<file path="src/rtl/slc_pkg.sv">
// package: register map, field layout, reset values and timing for the line-mode control block
package slc_pkg;
  localparam int unsigned CLK_PERIOD_NS = 20;
  localparam int unsigned MR_FILTER_NS  = 90;
  localparam int unsigned MR_FILTER_CYC = (MR_FILTER_NS + CLK_PERIOD_NS - 1) / CLK_PERIOD_NS;
  localparam int unsigned MS_NS         = 1000000;
  localparam int unsigned CYC_PER_MS    = MS_NS / CLK_PERIOD_NS;
  localparam int unsigned FREEZE_MS     = 10;
  localparam int unsigned FREEZE_CYC    = FREEZE_MS * CYC_PER_MS;

  localparam logic [7:0] ADDR_MODE_CFG   = 8'h00;
  localparam logic [7:0] ADDR_LOOP_SEL   = 8'h04;
  localparam logic [7:0] ADDR_TEST_SEL   = 8'h08;
  localparam logic [7:0] ADDR_FEED_RES   = 8'h0C;
  localparam logic [7:0] ADDR_DROP_LVL   = 8'h10;
  localparam logic [7:0] ADDR_STATUS_OP  = 8'h14;
  localparam logic [7:0] ADDR_FEED_CUR   = 8'h18;
  localparam logic [7:0] ADDR_METER_CFG  = 8'h1C;
  localparam logic [7:0] ADDR_RING_CFG   = 8'h20;
  localparam logic [7:0] ADDR_STATUS     = 8'h24;

  // mode_config_reg fields
  localparam int unsigned MC_LAW_MU   = 0;
  localparam int unsigned MC_WIRE_B   = 2;
  localparam int unsigned MC_WIRE_A   = 3;
  localparam int unsigned MC_TONE_EN  = 4;
  localparam int unsigned MC_LOOP_EN  = 5;
  localparam int unsigned MC_POWER_UP = 7;
  // status_operation_command
  localparam int unsigned SO_RST      = 4;
  // command/indicate byte
  localparam int unsigned CI_B5       = 5;
  localparam int unsigned CI_B6       = 6;
  localparam int unsigned CI_B7       = 7;
  localparam int unsigned CIU_OFFHOOK = 7;
  // ring_cfg fields
  localparam int unsigned RC_UNBAL    = 16;

  localparam logic [7:0]  RST_MODE_CFG  = 8'h00;
  localparam logic [7:0]  RST_LOOP_SEL  = 8'h00;
  localparam logic [7:0]  RST_TEST_SEL  = 8'h00;
  localparam logic [7:0]  RST_FEED_RES  = 8'h00;
  localparam logic [7:0]  RST_DROP_LVL  = 8'hF9;
  localparam logic [5:0]  RST_FEED_CUR  = 6'h14;
  localparam logic [8:0]  RST_METER_CFG = 9'h1FF;
  localparam logic [16:0] RST_RING_CFG  = 17'h0_0A10;
  localparam logic [5:0]  FEED_CODE_MAX = 6'h3F;
  localparam logic [7:0]  TEST_TONE_800 = 8'h04;
  localparam logic [7:0]  IDLE_A_LAW    = 8'hD5;
  localparam logic [7:0]  IDLE_MU_LAW   = 8'hFF;
  localparam logic [16:0] FEED_UA_STEP  = 17'h0_044C;
  localparam logic [6:0]  RES_OHM_STEP  = 7'h64;
  localparam logic [13:0] DROP_BASE_MV  = 14'h2580;
  localparam logic [13:0] DROP_STEP_MV  = 14'h0258;

  typedef enum logic [1:0] {
    LV_LOW  = 2'b00,
    LV_MID  = 2'b01,
    LV_HIGH = 2'b10
  } slc_level_t;

  typedef enum logic [2:0] {
    MD_EXT_IND  = 3'b000,
    MD_LOOP_OPN = 3'b001,
    MD_STANDBY  = 3'b010,
    MD_GND_STRT = 3'b011,
    MD_ACTIVE   = 3'b100,
    MD_RING     = 3'b101,
    MD_RING_PAU = 3'b110
  } slc_mode_t;

  typedef struct packed {
    slc_level_t line_a;
    slc_level_t line_b;
  } slc_hv_t;

  typedef struct packed {
    logic rx_to_line;
    logic tx_from_line;
    logic dsd_to_dec;
    logic asd_to_afe;
  } slc_path_t;
endpackage : slc_pkg
</file>
<file path="src/rtl/slc_ctrl.sv">
// line-kit mode, feed, metering, ring, loopback, test and reset control with an apb register file
`timescale 1ns/100ps
// Notes on behaviour
// - feed current code in 1.1mA steps, 0-69.3mA
// - feed resistance multiplier n from 1 to 8
// - drop is 9.6V plus field times 600mV
// - metering level rises by drop_lvl_q[2:0] steps per half-period
// - metering 12/16 kHz, amplitude 255 steps
// - ci 11 ring, 10 reduced ring; bit5 switches the ring generator on
// - ring starts at zero phase, stops at zero phase or at once on pin or soft reset
// - ring off-hook over two periods, then persistence
// - reduced ring pause puts kit in stand-by
// - test results to B1 and sticky pass bits
// - loopback only while enable bit set
// - loopback one copies B1, line gets nothing
// - loopback two: active, dsd to decimator, tx cut
// - loopback three: active, both paths cut, asd to afe
// - 1kHz tone and 800Hz tone in active
// - pin or soft reset gives external indication, power denial
// - reset pin states: du off, lines high, pdo off
// - reset pin high resets, short spikes filtered
// - status-operation bit 4 resets after command completes
// - clock fail: dsp reset until good frame, idle code in active
// - clock-fail reset keeps configuration and ring state
// - command byte accepted after two identical frames
// - indications frozen 10ms after each mode change
module slc_ctrl
  import slc_pkg::*;
#(
  parameter int unsigned CYC_MS    = CYC_PER_MS,
  parameter int unsigned FREEZE_CY = FREEZE_CYC
) (
  input  wire logic        pclk,
  input  wire logic        presetn,
  input  wire logic        psel,
  input  wire logic        penable,
  input  wire logic        pwrite,
  input  wire logic [7:0]  paddr,
  input  wire logic [31:0] pwdata,
  output logic             pready,
  output logic [31:0]      prdata,
  output logic             pslverr,
  input  wire logic        master_reset_pin,
  input  wire logic        frame_tick,
  input  wire logic [7:0]  ci_down,
  input  wire logic [7:0]  b1_down,
  input  wire logic [7:0]  b1_voice_up,
  input  wire logic        clk_fail,
  input  wire logic        ring_zero_cross,
  input  wire logic        ring_sync_pin,
  input  wire logic        ring_period_tick,
  input  wire logic [7:0]  transversal_current,
  input  wire logic        meter_half_tick,
  input  wire logic        test_active,
  input  wire logic [7:0]  test_data,
  input  wire logic        test_done,
  input  wire logic [3:0]  test_pass,
  output slc_mode_t        kit_mode,
  output slc_hv_t          hv_ctrl,
  output logic             power_denial_output,
  output logic             power_denial_oe,
  output logic             du_oe,
  output logic             digital_output_one,
  output logic [7:0]       ci_up,
  output logic [7:0]       b1_up,
  output slc_path_t        path,
  output logic             voice_down_block,
  output logic             dsp_reset,
  output logic [16:0]      feed_current_ua,
  output logic [9:0]       feed_res_ohm,
  output logic [14:0]      drop_mv,
  output logic             ring_gen_on,
  output logic             meter_on,
  output logic             meter_16k,
  output logic [7:0]       meter_level,
  output logic             tone_1k_on,
  output logic             tone_800_on,
  output logic [7:0]       tone_800_level
);
  logic [7:0]  mode_cfg_q, loop_sel_q, test_sel_q, feed_res_q, drop_lvl_q, status_op_q;
  logic [5:0]  feed_cur_q;
  logic [8:0]  meter_cfg_q;
  logic [16:0] ring_cfg_q;
  logic        mr_s1_q, mr_s2_q, rs_s1_q, rs_s2_q, rs_s3_q;
  logic [2:0]  mr_cnt_q;
  logic        mr_rst_q, soft_pend_q, soft_rst_q;
  logic        rst_int;
  logic        wr, rd, hit;
  logic [7:0]  ci_last_q, ci_ok_q;
  slc_mode_t   mode_d, mode_q;
  logic        zc;
  logic        ring_req;
  logic [1:0]  over_cnt_q;
  logic        hook_raw_q, hook_ind_q;
  logic [31:0] pers_cnt_q, freeze_cnt_q;
  logic        fail_q;
  logic        lb_en, lb1, lb2, lb3;

  // apb slave: zero wait states, unmapped addresses answer with pslverr
  assign wr     = psel & penable & pwrite;
  assign rd     = psel & ~pwrite;
  assign pready = 1'b1;

  always_comb begin
    hit = 1'b1;
    case (paddr)
      ADDR_MODE_CFG:  prdata = {24'h00_0000, mode_cfg_q};
      ADDR_LOOP_SEL:  prdata = {24'h00_0000, loop_sel_q};
      ADDR_TEST_SEL:  prdata = {24'h00_0000, test_sel_q};
      ADDR_FEED_RES:  prdata = {24'h00_0000, feed_res_q};
      ADDR_DROP_LVL:  prdata = {24'h00_0000, drop_lvl_q};
      ADDR_STATUS_OP: prdata = {24'h00_0000, status_op_q};
      ADDR_FEED_CUR:  prdata = {26'h000_0000, feed_cur_q};
      ADDR_METER_CFG: prdata = {23'h00_0000, meter_cfg_q};
      ADDR_RING_CFG:  prdata = {15'h0000, ring_cfg_q};
      ADDR_STATUS:    prdata = {8'h00, meter_level, ci_up, 2'b00, fail_q, hook_ind_q, ring_gen_on, mode_q};
      default: begin
        prdata = 32'h0000_0000;
        hit    = 1'b0;
      end
    endcase
    if (!rd) prdata = 32'h0000_0000;
  end
  assign pslverr = psel & penable & ~hit;

  // reset pin: two-flop sync, then must stay high for the filter time
  always_ff @(posedge pclk or negedge presetn) begin
    if (!presetn) begin
      mr_s1_q <= 1'b0;
      mr_s2_q <= 1'b0;
    end else begin
      mr_s1_q <= master_reset_pin;
      mr_s2_q <= mr_s1_q;
    end
  end

  always_ff @(posedge pclk or negedge presetn) begin
    if (!presetn) begin
      mr_cnt_q <= 3'h0;
      mr_rst_q <= 1'b0;
    end else if (!mr_s2_q) begin
      mr_cnt_q <= 3'h0;
      mr_rst_q <= 1'b0;
    end else if (mr_cnt_q < 3'(MR_FILTER_CYC - 1)) begin
      mr_cnt_q <= mr_cnt_q + 3'h1;
    end else begin
      mr_rst_q <= 1'b1;
    end
  end

  // soft reset fires one cycle after the write completes, so the bus answer is never cut
  always_ff @(posedge pclk or negedge presetn) begin
    if (!presetn) begin
      soft_pend_q <= 1'b0;
      soft_rst_q  <= 1'b0;
    end else begin
      soft_pend_q <= wr && paddr == ADDR_STATUS_OP && pwdata[SO_RST];
      soft_rst_q  <= soft_pend_q;
    end
  end
  assign rst_int = mr_rst_q | soft_rst_q;

  // configuration registers; the reset bit reads 1 after any reset
  always_ff @(posedge pclk or negedge presetn) begin
    if (!presetn) begin
      mode_cfg_q  <= RST_MODE_CFG;
      loop_sel_q  <= RST_LOOP_SEL;
      feed_res_q  <= RST_FEED_RES;
      drop_lvl_q  <= RST_DROP_LVL;
      feed_cur_q  <= RST_FEED_CUR;
      meter_cfg_q <= RST_METER_CFG;
      ring_cfg_q  <= RST_RING_CFG;
      status_op_q <= 8'h10;
    end else if (rst_int) begin
      mode_cfg_q  <= RST_MODE_CFG;
      loop_sel_q  <= RST_LOOP_SEL;
      feed_res_q  <= RST_FEED_RES;
      drop_lvl_q  <= RST_DROP_LVL;
      feed_cur_q  <= RST_FEED_CUR;
      meter_cfg_q <= RST_METER_CFG;
      ring_cfg_q  <= RST_RING_CFG;
      status_op_q <= 8'h10;
    end else if (wr) begin
      case (paddr)
        ADDR_MODE_CFG:  mode_cfg_q  <= pwdata[7:0];
        ADDR_LOOP_SEL:  loop_sel_q  <= pwdata[7:0];
        ADDR_FEED_RES:  feed_res_q  <= pwdata[7:0];
        ADDR_DROP_LVL:  drop_lvl_q  <= pwdata[7:0];
        ADDR_STATUS_OP: status_op_q <= pwdata[7:0];
        ADDR_FEED_CUR:  feed_cur_q  <= (pwdata[5:0] > FEED_CODE_MAX) ? FEED_CODE_MAX : pwdata[5:0];
        ADDR_METER_CFG: meter_cfg_q <= pwdata[8:0];
        ADDR_RING_CFG:  ring_cfg_q  <= pwdata[16:0];
        default: ;
      endcase
    end
  end

  // test select: low nibble written by software, high nibble sticky pass bits; a set beats a clear
  always_ff @(posedge pclk or negedge presetn) begin
    if (!presetn) begin
      test_sel_q <= RST_TEST_SEL;
    end else if (rst_int) begin
      test_sel_q <= RST_TEST_SEL;
    end else begin
      if (wr && paddr == ADDR_TEST_SEL) test_sel_q <= pwdata[7:0];
      if (test_done) test_sel_q[7:4] <= (wr && paddr == ADDR_TEST_SEL ? pwdata[7:4] : test_sel_q[7:4]) | test_pass;
    end
  end

  // command byte validated when seen identical in two consecutive frames
  always_ff @(posedge pclk or negedge presetn) begin
    if (!presetn) begin
      ci_last_q <= 8'h00;
      ci_ok_q   <= 8'h00;
    end else if (frame_tick) begin
      ci_last_q <= ci_down;
      if (ci_down == ci_last_q) ci_ok_q <= ci_down;
    end
  end

  // loopback decode
  assign lb_en = mode_cfg_q[MC_LOOP_EN];
  assign lb1   = lb_en && loop_sel_q[2:1] == 2'b01;
  assign lb2   = lb_en && loop_sel_q[2:1] == 2'b10;
  assign lb3   = lb_en && loop_sel_q[2:1] == 2'b11;

  // ring zero phase comes from the external sync when ringing is unbalanced
  always_ff @(posedge pclk or negedge presetn) begin
    if (!presetn) begin
      rs_s1_q <= 1'b0;
      rs_s2_q <= 1'b0;
      rs_s3_q <= 1'b0;
    end else begin
      rs_s1_q <= ring_sync_pin;
      rs_s2_q <= rs_s1_q;
      rs_s3_q <= rs_s2_q;
    end
  end
  assign zc = ring_cfg_q[RC_UNBAL] ? (rs_s2_q & ~rs_s3_q) : ring_zero_cross;

  assign ring_req = ci_ok_q[CI_B7] & ci_ok_q[CI_B5] & ~hook_raw_q;

  always_comb begin
    mode_d = MD_EXT_IND;
    case (ci_ok_q[7:5])
      3'b000:  mode_d = !mode_cfg_q[MC_POWER_UP] ? MD_EXT_IND :
                        (mode_cfg_q[MC_WIRE_A] & mode_cfg_q[MC_WIRE_B]) ? MD_GND_STRT : MD_STANDBY;
      3'b001:  mode_d = MD_LOOP_OPN;
      3'b010,
      3'b011:  mode_d = MD_ACTIVE;
      3'b110,
      3'b111:  mode_d = ring_gen_on ? MD_RING : MD_RING_PAU;
      3'b100,
      3'b101:  mode_d = ring_gen_on ? MD_RING : MD_STANDBY;
      default: mode_d = MD_EXT_IND;
    endcase
    if (lb2 || lb3) mode_d = MD_ACTIVE;
  end

  // mode register: reset forces external indication, then the last validated request applies unless loopback two or three forces active
  always_ff @(posedge pclk or negedge presetn) begin
    if (!presetn) begin
      mode_q <= MD_EXT_IND;
    end else if (rst_int) begin
      mode_q <= MD_EXT_IND;
    end else begin
      mode_q <= mode_d;
    end
  end
  assign kit_mode = mode_q;

  // ring generator switches only on a zero crossing or a pin or soft reset, so bursts start at zero phase and stop there unless reset
  always_ff @(posedge pclk or negedge presetn) begin
    if (!presetn) begin
      ring_gen_on <= 1'b0;
    end else if (rst_int) begin
      ring_gen_on <= 1'b0;
    end else if (zc) begin
      ring_gen_on <= ring_req;
    end
  end

  // off-hook in ring: mean current above threshold on two consecutive period ticks
  always_ff @(posedge pclk or negedge presetn) begin
    if (!presetn) begin
      over_cnt_q <= 2'h0;
      hook_raw_q <= 1'b0;
    end else if (!ci_ok_q[CI_B7]) begin
      over_cnt_q <= 2'h0;
      hook_raw_q <= 1'b0;
    end else if (ring_period_tick) begin
      if (transversal_current > ring_cfg_q[7:0]) begin
        if (over_cnt_q == 2'h1) hook_raw_q <= 1'b1;
        if (over_cnt_q != 2'h2) over_cnt_q <= over_cnt_q + 2'h1;
      end else begin
        over_cnt_q <= 2'h0;
        hook_raw_q <= 1'b0;
      end
    end
  end

  // persistence in milliseconds, plus a freeze window after every mode change
  always_ff @(posedge pclk or negedge presetn) begin
    if (!presetn) begin
      pers_cnt_q <= 32'h0000_0000;
      hook_ind_q <= 1'b0;
    end else if (hook_raw_q == hook_ind_q) begin
      pers_cnt_q <= 32'h0000_0000;
    end else if (pers_cnt_q < 32'(ring_cfg_q[15:8]) * 32'(CYC_MS)) begin
      pers_cnt_q <= pers_cnt_q + 32'h0000_0001;
    end else if (freeze_cnt_q == 32'h0000_0000) begin
      hook_ind_q <= hook_raw_q;
    end
  end

  always_ff @(posedge pclk or negedge presetn) begin
    if (!presetn) begin
      freeze_cnt_q <= 32'h0000_0000;
    end else if (mode_d != mode_q) begin
      freeze_cnt_q <= 32'(FREEZE_CY);
    end else if (freeze_cnt_q != 32'h0000_0000) begin
      freeze_cnt_q <= freeze_cnt_q - 32'h0000_0001;
    end
  end

  always_ff @(posedge pclk or negedge presetn) begin
    if (!presetn) begin
      ci_up <= 8'h00;
    end else if (rst_int) begin
      ci_up <= 8'h00;
    end else begin
      ci_up[CIU_OFFHOOK] <= hook_ind_q;
    end
  end

  // clock fail: only the dsp is held, configuration and ring logic are left alone
  always_ff @(posedge pclk or negedge presetn) begin
    if (!presetn) begin
      fail_q <= 1'b0;
    end else if (clk_fail) begin
      fail_q <= 1'b1;
    end else if (frame_tick) begin
      fail_q <= 1'b0;
    end
  end
  assign dsp_reset        = fail_q;
  assign voice_down_block = fail_q;

  always_ff @(posedge pclk or negedge presetn) begin
    if (!presetn) begin
      b1_up <= 8'h00;
    end else if (lb1) begin
      b1_up <= b1_down;
    end else if (test_active) begin
      b1_up <= test_data;
    end else if (fail_q && mode_q == MD_ACTIVE) begin
      b1_up <= mode_cfg_q[MC_LAW_MU] ? IDLE_MU_LAW : IDLE_A_LAW;
    end else begin
      b1_up <= b1_voice_up;
    end
  end

  always_comb begin
    path.rx_to_line   = (mode_q == MD_ACTIVE || lb2) && !lb1 && !lb3;
    path.tx_from_line = mode_q == MD_ACTIVE && !lb2 && !lb3;
    path.dsd_to_dec   = lb2;
    path.asd_to_afe   = lb3;
  end

  // line driver control levels and power denial; pins rest as required while reset is held
  always_comb begin
    hv_ctrl = '{line_a: LV_HIGH, line_b: LV_HIGH};
    case (mode_q)
      MD_ACTIVE:   hv_ctrl = '{line_a: LV_HIGH, line_b: LV_MID};
      MD_RING:     hv_ctrl = '{line_a: LV_LOW, line_b: LV_MID};
      MD_GND_STRT: hv_ctrl = '{line_a: LV_MID, line_b: LV_HIGH};
      MD_LOOP_OPN: hv_ctrl = '{line_a: LV_LOW, line_b: LV_LOW};
      default:     hv_ctrl = '{line_a: LV_HIGH, line_b: LV_HIGH};
    endcase
    if (rst_int) hv_ctrl = '{line_a: LV_HIGH, line_b: LV_HIGH};
  end
  assign power_denial_output = 1'b0;
  assign power_denial_oe     = !rst_int && mode_q != MD_EXT_IND && mode_q != MD_LOOP_OPN;
  assign du_oe               = !rst_int;
  assign digital_output_one  = !rst_int && ring_gen_on && ring_cfg_q[RC_UNBAL];

  // dc feed settings
  assign feed_current_ua = 17'(feed_cur_q) * FEED_UA_STEP;
  assign feed_res_ohm    = 10'({1'b0, feed_res_q[2:0]} + 4'h1) * 10'(RES_OHM_STEP);
  assign drop_mv         = 15'(DROP_BASE_MV) + 15'(drop_lvl_q[7:3]) * 15'(DROP_STEP_MV);

  // metering: the level climbs by drop_lvl_q[2:0] per half period toward the programmed amplitude
  assign meter_on  = mode_q == MD_ACTIVE && ci_ok_q[CI_B5] && !lb_en;
  assign meter_16k = meter_cfg_q[8];
  always_ff @(posedge pclk or negedge presetn) begin
    if (!presetn) begin
      meter_level <= 8'h00;
    end else if (!meter_on) begin
      meter_level <= 8'h00;
    end else if (meter_half_tick) begin
      if ({1'b0, meter_level} + {6'h00, drop_lvl_q[2:0]} >= {1'b0, meter_cfg_q[7:0]}) begin
        meter_level <= meter_cfg_q[7:0];
      end else begin
        meter_level <= meter_level + {5'h00, drop_lvl_q[2:0]};
      end
    end
  end

  // test tones only in active mode; both may run together
  assign tone_1k_on     = mode_q == MD_ACTIVE && mode_cfg_q[MC_TONE_EN];
  assign tone_800_on    = mode_q == MD_ACTIVE && {4'h0, test_sel_q[3:0]} == TEST_TONE_800;
  assign tone_800_level = meter_cfg_q[7:0];
endmodule : slc_ctrl

</file>
<file path="config.mk">
export PLATFORM = sky130hd
export DESIGN_NAME = slc_ctrl
export DESIGN_NICKNAME = d
export VERILOG_FILES = /design/src/rtl/slc_pkg.sv /design/src/rtl/slc_ctrl.sv
export SDC_FILE = /design/constraint.sdc
export NUM_CORES = 1
export LEC_CHECK = 0
export BUFFER_PORTS_ARGS = -buffer_cell sky130_fd_sc_hd__clkbuf_2
export CAP_MARGIN = 20
export CELL_PAD_IN_SITES_DETAIL_PLACEMENT = 0
export CELL_PAD_IN_SITES_GLOBAL_PLACEMENT = 1
export CORE_MARGIN = 4
export CORE_UTILIZATION = 47
export DETAILED_ROUTE_END_ITERATION = 12
export GPL_ROUTABILITY_DRIVEN = 0
export PLACE_DENSITY = 0.94
export RECOVER_POWER = 50
export SLEW_MARGIN = 40
export SYNTH_ARGS = -nofsm -noshare
export SYNTH_HDL_FRONTEND = slang
export SYNTH_SLANG_ARGS = --single-unit
</file>
<file path="constraint.sdc">
create_clock -name pclk -period 14.45 [get_ports pclk]
set_input_delay 2.1675 -clock pclk [delete_from_list [all_inputs] [get_ports pclk]]
set_output_delay 2.1675 -clock pclk [all_outputs]
set_load 0.02 [all_outputs]
</file>
Yosys cells after proc, flatten, opt, wreduce, memory -nomap -nowiden
Cells that the tools add are included.

Register bits: 197. Word-level logic and storage cells: 233.

Add/sub/neg operators: 8. $mul: 4. Order comparisons: 5. Equal/unequal tests: 36. Mux-type cells: 70. Bitwise operators: 16. Reductions and logical operators: 62.

Operators by type and width (number): case mux 24 bit (10 select lines) (1); two-way mux 8 bit (23); two-way mux 32 bit (5); two-way mux 17 bit (3); adder 32 x 1 -> 32 bit, second input constant (1); == test 8 x 5 -> 1 bit, second input constant (4); zero test 32 bit (1); less-than comparator 32 x 24 -> 1 bit (1); nonzero test 32 bit (1); subtractor 32 x 1 -> 32 bit, second input constant (1); two-way mux 6 bit (5); nonzero test 2 bit (14); two-way mux 9 bit (3); AND reduction 2 bit (11); multiplier 8 x 12 -> 20 bit, second input constant (1); logical AND 1 bit (19); == test 3 bit, second input constant (6); == test 8 x 4 -> 1 bit, second input constant (2); == test 8 x 6 -> 1 bit, second input constant (2); case mux 4 bit (4 select lines) (1); adder 14 x 15 -> 15 bit, first input constant (1); multiplier 6 x 9 -> 15 bit, second input constant (1); two-way mux 3 bit (5); case mux 3 bit (5 select lines) (1); other kinds (39) (88).

Longest topological paths before layout
Depth after elaboration: 7. Mapped depth: 25. Depth with buffers taken out: 22.

Least setup slack after synthesis
OpenSTA, ideal clock, no wires.

Kind: input to output. From: input port paddr[5]. To: output port prdata[7]. Data arrival time: 4.051 ns. Data required time: 12.283 ns. Slack: 8.232 ns. Stages: 7. Buffers on the path: 2. Cell sequence: or3_1 clkbuf_1 or3_1 clkbuf_1 nor2_1 a222oi_1 a31oi_1.

Longest elaborated chain between the ends: 3. Elaborated cells between the ends (all ways): 12.

RTL lines: start: declaration (line slc_ctrl.sv:38) `input wire logic [7:0] paddr,`; == test 8 x 6 -> 1 bit (tied with other cells) (line slc_ctrl.sv:106) `case (paddr)`; case mux 24 bit (10 select lines) * (line slc_ctrl.sv:106); two-way mux 32 bit * (line slc_ctrl.sv:122) `if (!rd) prdata = 32'h0000_0000;`; end: declaration (line slc_ctrl.sv:41) `output logic [31:0] prdata,`.

Every way passes the cells marked *; elsewhere a longest branch is shown, timed or not.

==> metrics.md <==
| Metric | Value |
|---|---|
| Cell internal pwr | 0.000938 W |
| Worst Setup SP | presetn |
| HPWL after DPL | 27.0 mm |
| Root buffer cell | clkbuf_16 |
| Post-route setup slack | 7.03 ns |
| Post-layout util | 0.541 |
| Most used standard cell by instance count after synthesis | dfrtp_1 |
| Worst Setup EP | ring_cfg_q[5] |
| Critical Path Stages | 1 |
| Grt total ovfl | 0 |
| Vias per std cell | 5.68 |
| Tcrit/Tclk final | 0.514 |
| Final hold vios | 0 |
| Max_cap viols | 2 |
| Post-synthesis sequential area ratio | 0.357 |
| Synth warn | 0 |
| Status | complete, but fails checks |
| Final instance area | 15200 um^2 |
| Post-detailed-route count of antenna-violating nets | 0 |
| TritonRoute pass-1 iters | 7 |
| VDD IR-drop max | 71.5 uV |
| Combinational Power Share | 0.230 |
| Clock sinks | 192 |
| Yosys reg bits | 192 |
| Top Family by Delay on Critical Path | buffers and inverters |
| Startpoint Class | input port |
| Number of global-route vias before repair | 11086 |
| Diodes inserted | 0 |
| Max Slew Vio Count | 171 |
| Max Freq | 135 MHz |
| Largest net degree at the start of global routing | 115 |
| FFs w/ async S/R, synth | 1.00 |
| Failing checks | capacitance limit, slew limit |
| Hold Buf Count CTS | 0 |
| Mapped Cells | 1458 |
| Static Leakage | 7.32 nW |
| Clock transition at path regs | 0.07 ns |
| Setup TNS | 0 ns |
| Crit Path Class | input port to asynchronous set/reset pin |
| Critical Path AT | 6.48 ns |
| Reg-to-reg endpoint | pers_cnt_q[21] |
| Critical Path RT | 13.50 ns |
| Global-route wire length before repair | 57.3 mm |
| Top Ports | 228 |
| H-Tree Depth | 4 |
| Worst-Skew Late Latency | 0.43 ns |
| DRC | 0 |
| Num CTS Buffers | 17 |
| Avg Synthesized Cell Area | 9.27 um^2 |
| Die Area | 31500 um^2 |
| GRT Overall Usage | 0.226 |
| Nets | 1878 |
| Setup Buffers After CTS | 0 |
| Worst-path cell chain | clkbuf_1 |
| Starting DRC count in detailed routing | 837 |
| Avg WL per Cell | 17.8 um |
| Clk_skew | 0.0110 ns |
| PwrDens | 90.8 nW/um^2 |
| Final setup vio count | 0 |
| Clock power share | 0.328 |
| Slowest CP cell | clkbuf_1 |
| Port-buffer cells | 188 |
| Post-synth top area cell | dfrtp_1 |
| Placed Cells incl. Taps | 1972 |
| Mapped cell area | 13500 um^2 |
| CTS max path bufs | 2 |
| Hold Crit Class | flop to flop |
| Antenna violations before repair | 0 |
| Flop pwr share | 0.442 |
| Non-filler cells, final | 2004 |
| Worst reg2reg path depth | 21 |
| CP peak stage delay | 4.17 ns |
| Die Width | 178 um |
| Yosys cell types | 75 |
| Die height | 178 um |
| Final worst path period need | 7.42 ns |
| R2R Setup Slk | 8.16 ns |
| Relative slew slack | -3.06 |
| CORE AREA | 28100 um^2 |
| Share of layout cells above drive strength 1 | 0.175 |
| R2r startpoint | ring_cfg_q[10] |
| Least-Margin Pin Slew | 6.09 ns |
| Critical-path maximum fanout | 114 |
| Post-synth top cells | 171 x dfrtp_1, 148 x ha_1, 136 x nand2_1, 125 x nor2_1, 106 x a21oi_1 |
| Final wirelength | 35.7 mm |
| RSZ-0062 raised after global routing | no |
| Ys flop type | dfrtp_1 |
| Synth top area cells | dfrtp_1 32%, ha_1 14%, dfstp_2 4.1% |
| CP bufs+invs | 1 |
| Post-synth EDFFs | 0 |
| Setup crit end kind | asynchronous set/reset pin |
| Dpl ws | 7.84 ns |
| CTS tree | done |
| Sw Ratio | 0.321 |
| Sw Pwr | 0.000443 W |
| Starting Density | 0.481 |
| Area Overhead vs Synth | 12.5% |
| Via count | 11373 |
| # rows | 61 |
| Gates resized, CTS repair | 0 |
| Placed Area | 14700 um^2 |
| Synth top area share | 0.316 |
==> area by class of cell <==
class,instances,area [um^2]
tap,378,473
fill,2590,12900
clock inverter,8,83.8
multi-input combinational,1131,8070
inverter,73,274
timing repair buffer,198,1010
clock buffer,24,462
sequential,192,4830
==> kinds of logic after synthesis <==
group | Yosys count | synth area share
flops | 192 | 0.357
xor+xnor | 78 | 0.0505
mux | 64 | 0.0493
compound gates | 292 | 0.137
simple gates | 505 | 0.187
buf+inv | 158 | 0.0530
other cells | 2 | 0.000555
fa+ha+maj | 167 | 0.165
==> power groups by stage <==
stage | registers (W) | clock network, W | logic (W)
3_3_place_gp | 0.000618 | 0 | 0.000311
3_5_place_dp | 0.000620 | 0 | 0.000319
2_1_floorplan | 0.000613 | 0 | 0.000227
4_1_cts | 0.000610 | 0.000460 | 0.000321
5_1_grt | 0.000615 | 0.000482 | 0.000353
6_report | 0.000610 | 0.000454 | 0.000317
==> how the worst min path moves through the flow <==
stage                 from          to  slack [ns]  cells past startpoint
2_1_floorplan      mr_s1_q     mr_s2_q        0.33                      0
3_3_place_gp   soft_pend_q  soft_rst_q        0.33                      0
3_5_place_dp   soft_pend_q  soft_rst_q        0.34                      0
4_1_cts        soft_pend_q  soft_rst_q        0.36                      0
5_1_grt            rs_s1_q     rs_s2_q        0.37                      0
6_report       soft_pend_q  soft_rst_q        0.35                      0
==> per-stage QoR <==
step / hold WS, ns / total power (W)
6_report: 0.352 / 0.00138
5_1_grt: 0.372 / 0.00145
4_1_cts: 0.357 / 0.00139
3_5_place_dp: 0.337 / 0.000938
3_3_place_gp: 0.333 / 0.000929
2_1_floorplan: 0.331 / 0.000840
==> registers in the layout, summed over array words and instances, names as in the netlist, 2 cells and up <==
register and cells:
b1_up 8, ci_last_q 8, ci_ok_q 3, drop_lvl_q 8, feed_cur_q 6, feed_res_q 8, freeze_cnt_q 32, kit_mode 3
loop_sel_q 8, meter_cfg_q 9, meter_level 8, mode_cfg_q 8, mr_cnt_q 3, over_cnt_q 2, pers_cnt_q 32, ring_cfg_q 17
status_op_q 8, test_sel_q 8
==> layout by cell type (no fill, tap or decap), drive strengths merged, types with 11 or more instances in the layout <==
cell type | Yosys | layout
clkbuf | 50 | 213
dfrtp | 171 | 171
ha | 148 | 148
nand2 | 136 | 136
nor2 | 126 | 126
a21oi | 106 | 106
inv | 73 | 75
o21ai | 51 | 51
nand3 | 48 | 48
xnor2 | 46 | 46
mux2i | 46 | 46
xor2 | 32 | 32
nor3 | 27 | 27
and2 | 26 | 26
conb | 2 | 25
dfstp | 21 | 21
nand2b | 20 | 20
fa | 19 | 19
or4 | 18 | 18
mux2 | 18 | 18
or3 | 18 | 18
nor4 | 18 | 18
a21o | 17 | 17
o31ai | 17 | 17
a22o | 15 | 15
nand4 | 14 | 14
nor2b | 13 | 13
and3 | 12 | 12
o211ai | 11 | 11
==> layer usage <==
layer  GRT usage  share of wire  routed length [um]  vias up
li1            -              -                   -     5454
met5           0              0                   0        -
met1       0.313           0.43               15500     5454
met3      0.0430          0.073                2620       71
met2       0.360           0.47               16600      394
met4      0.0725          0.028                 997        0
Power figures use the tool's default switching activity.
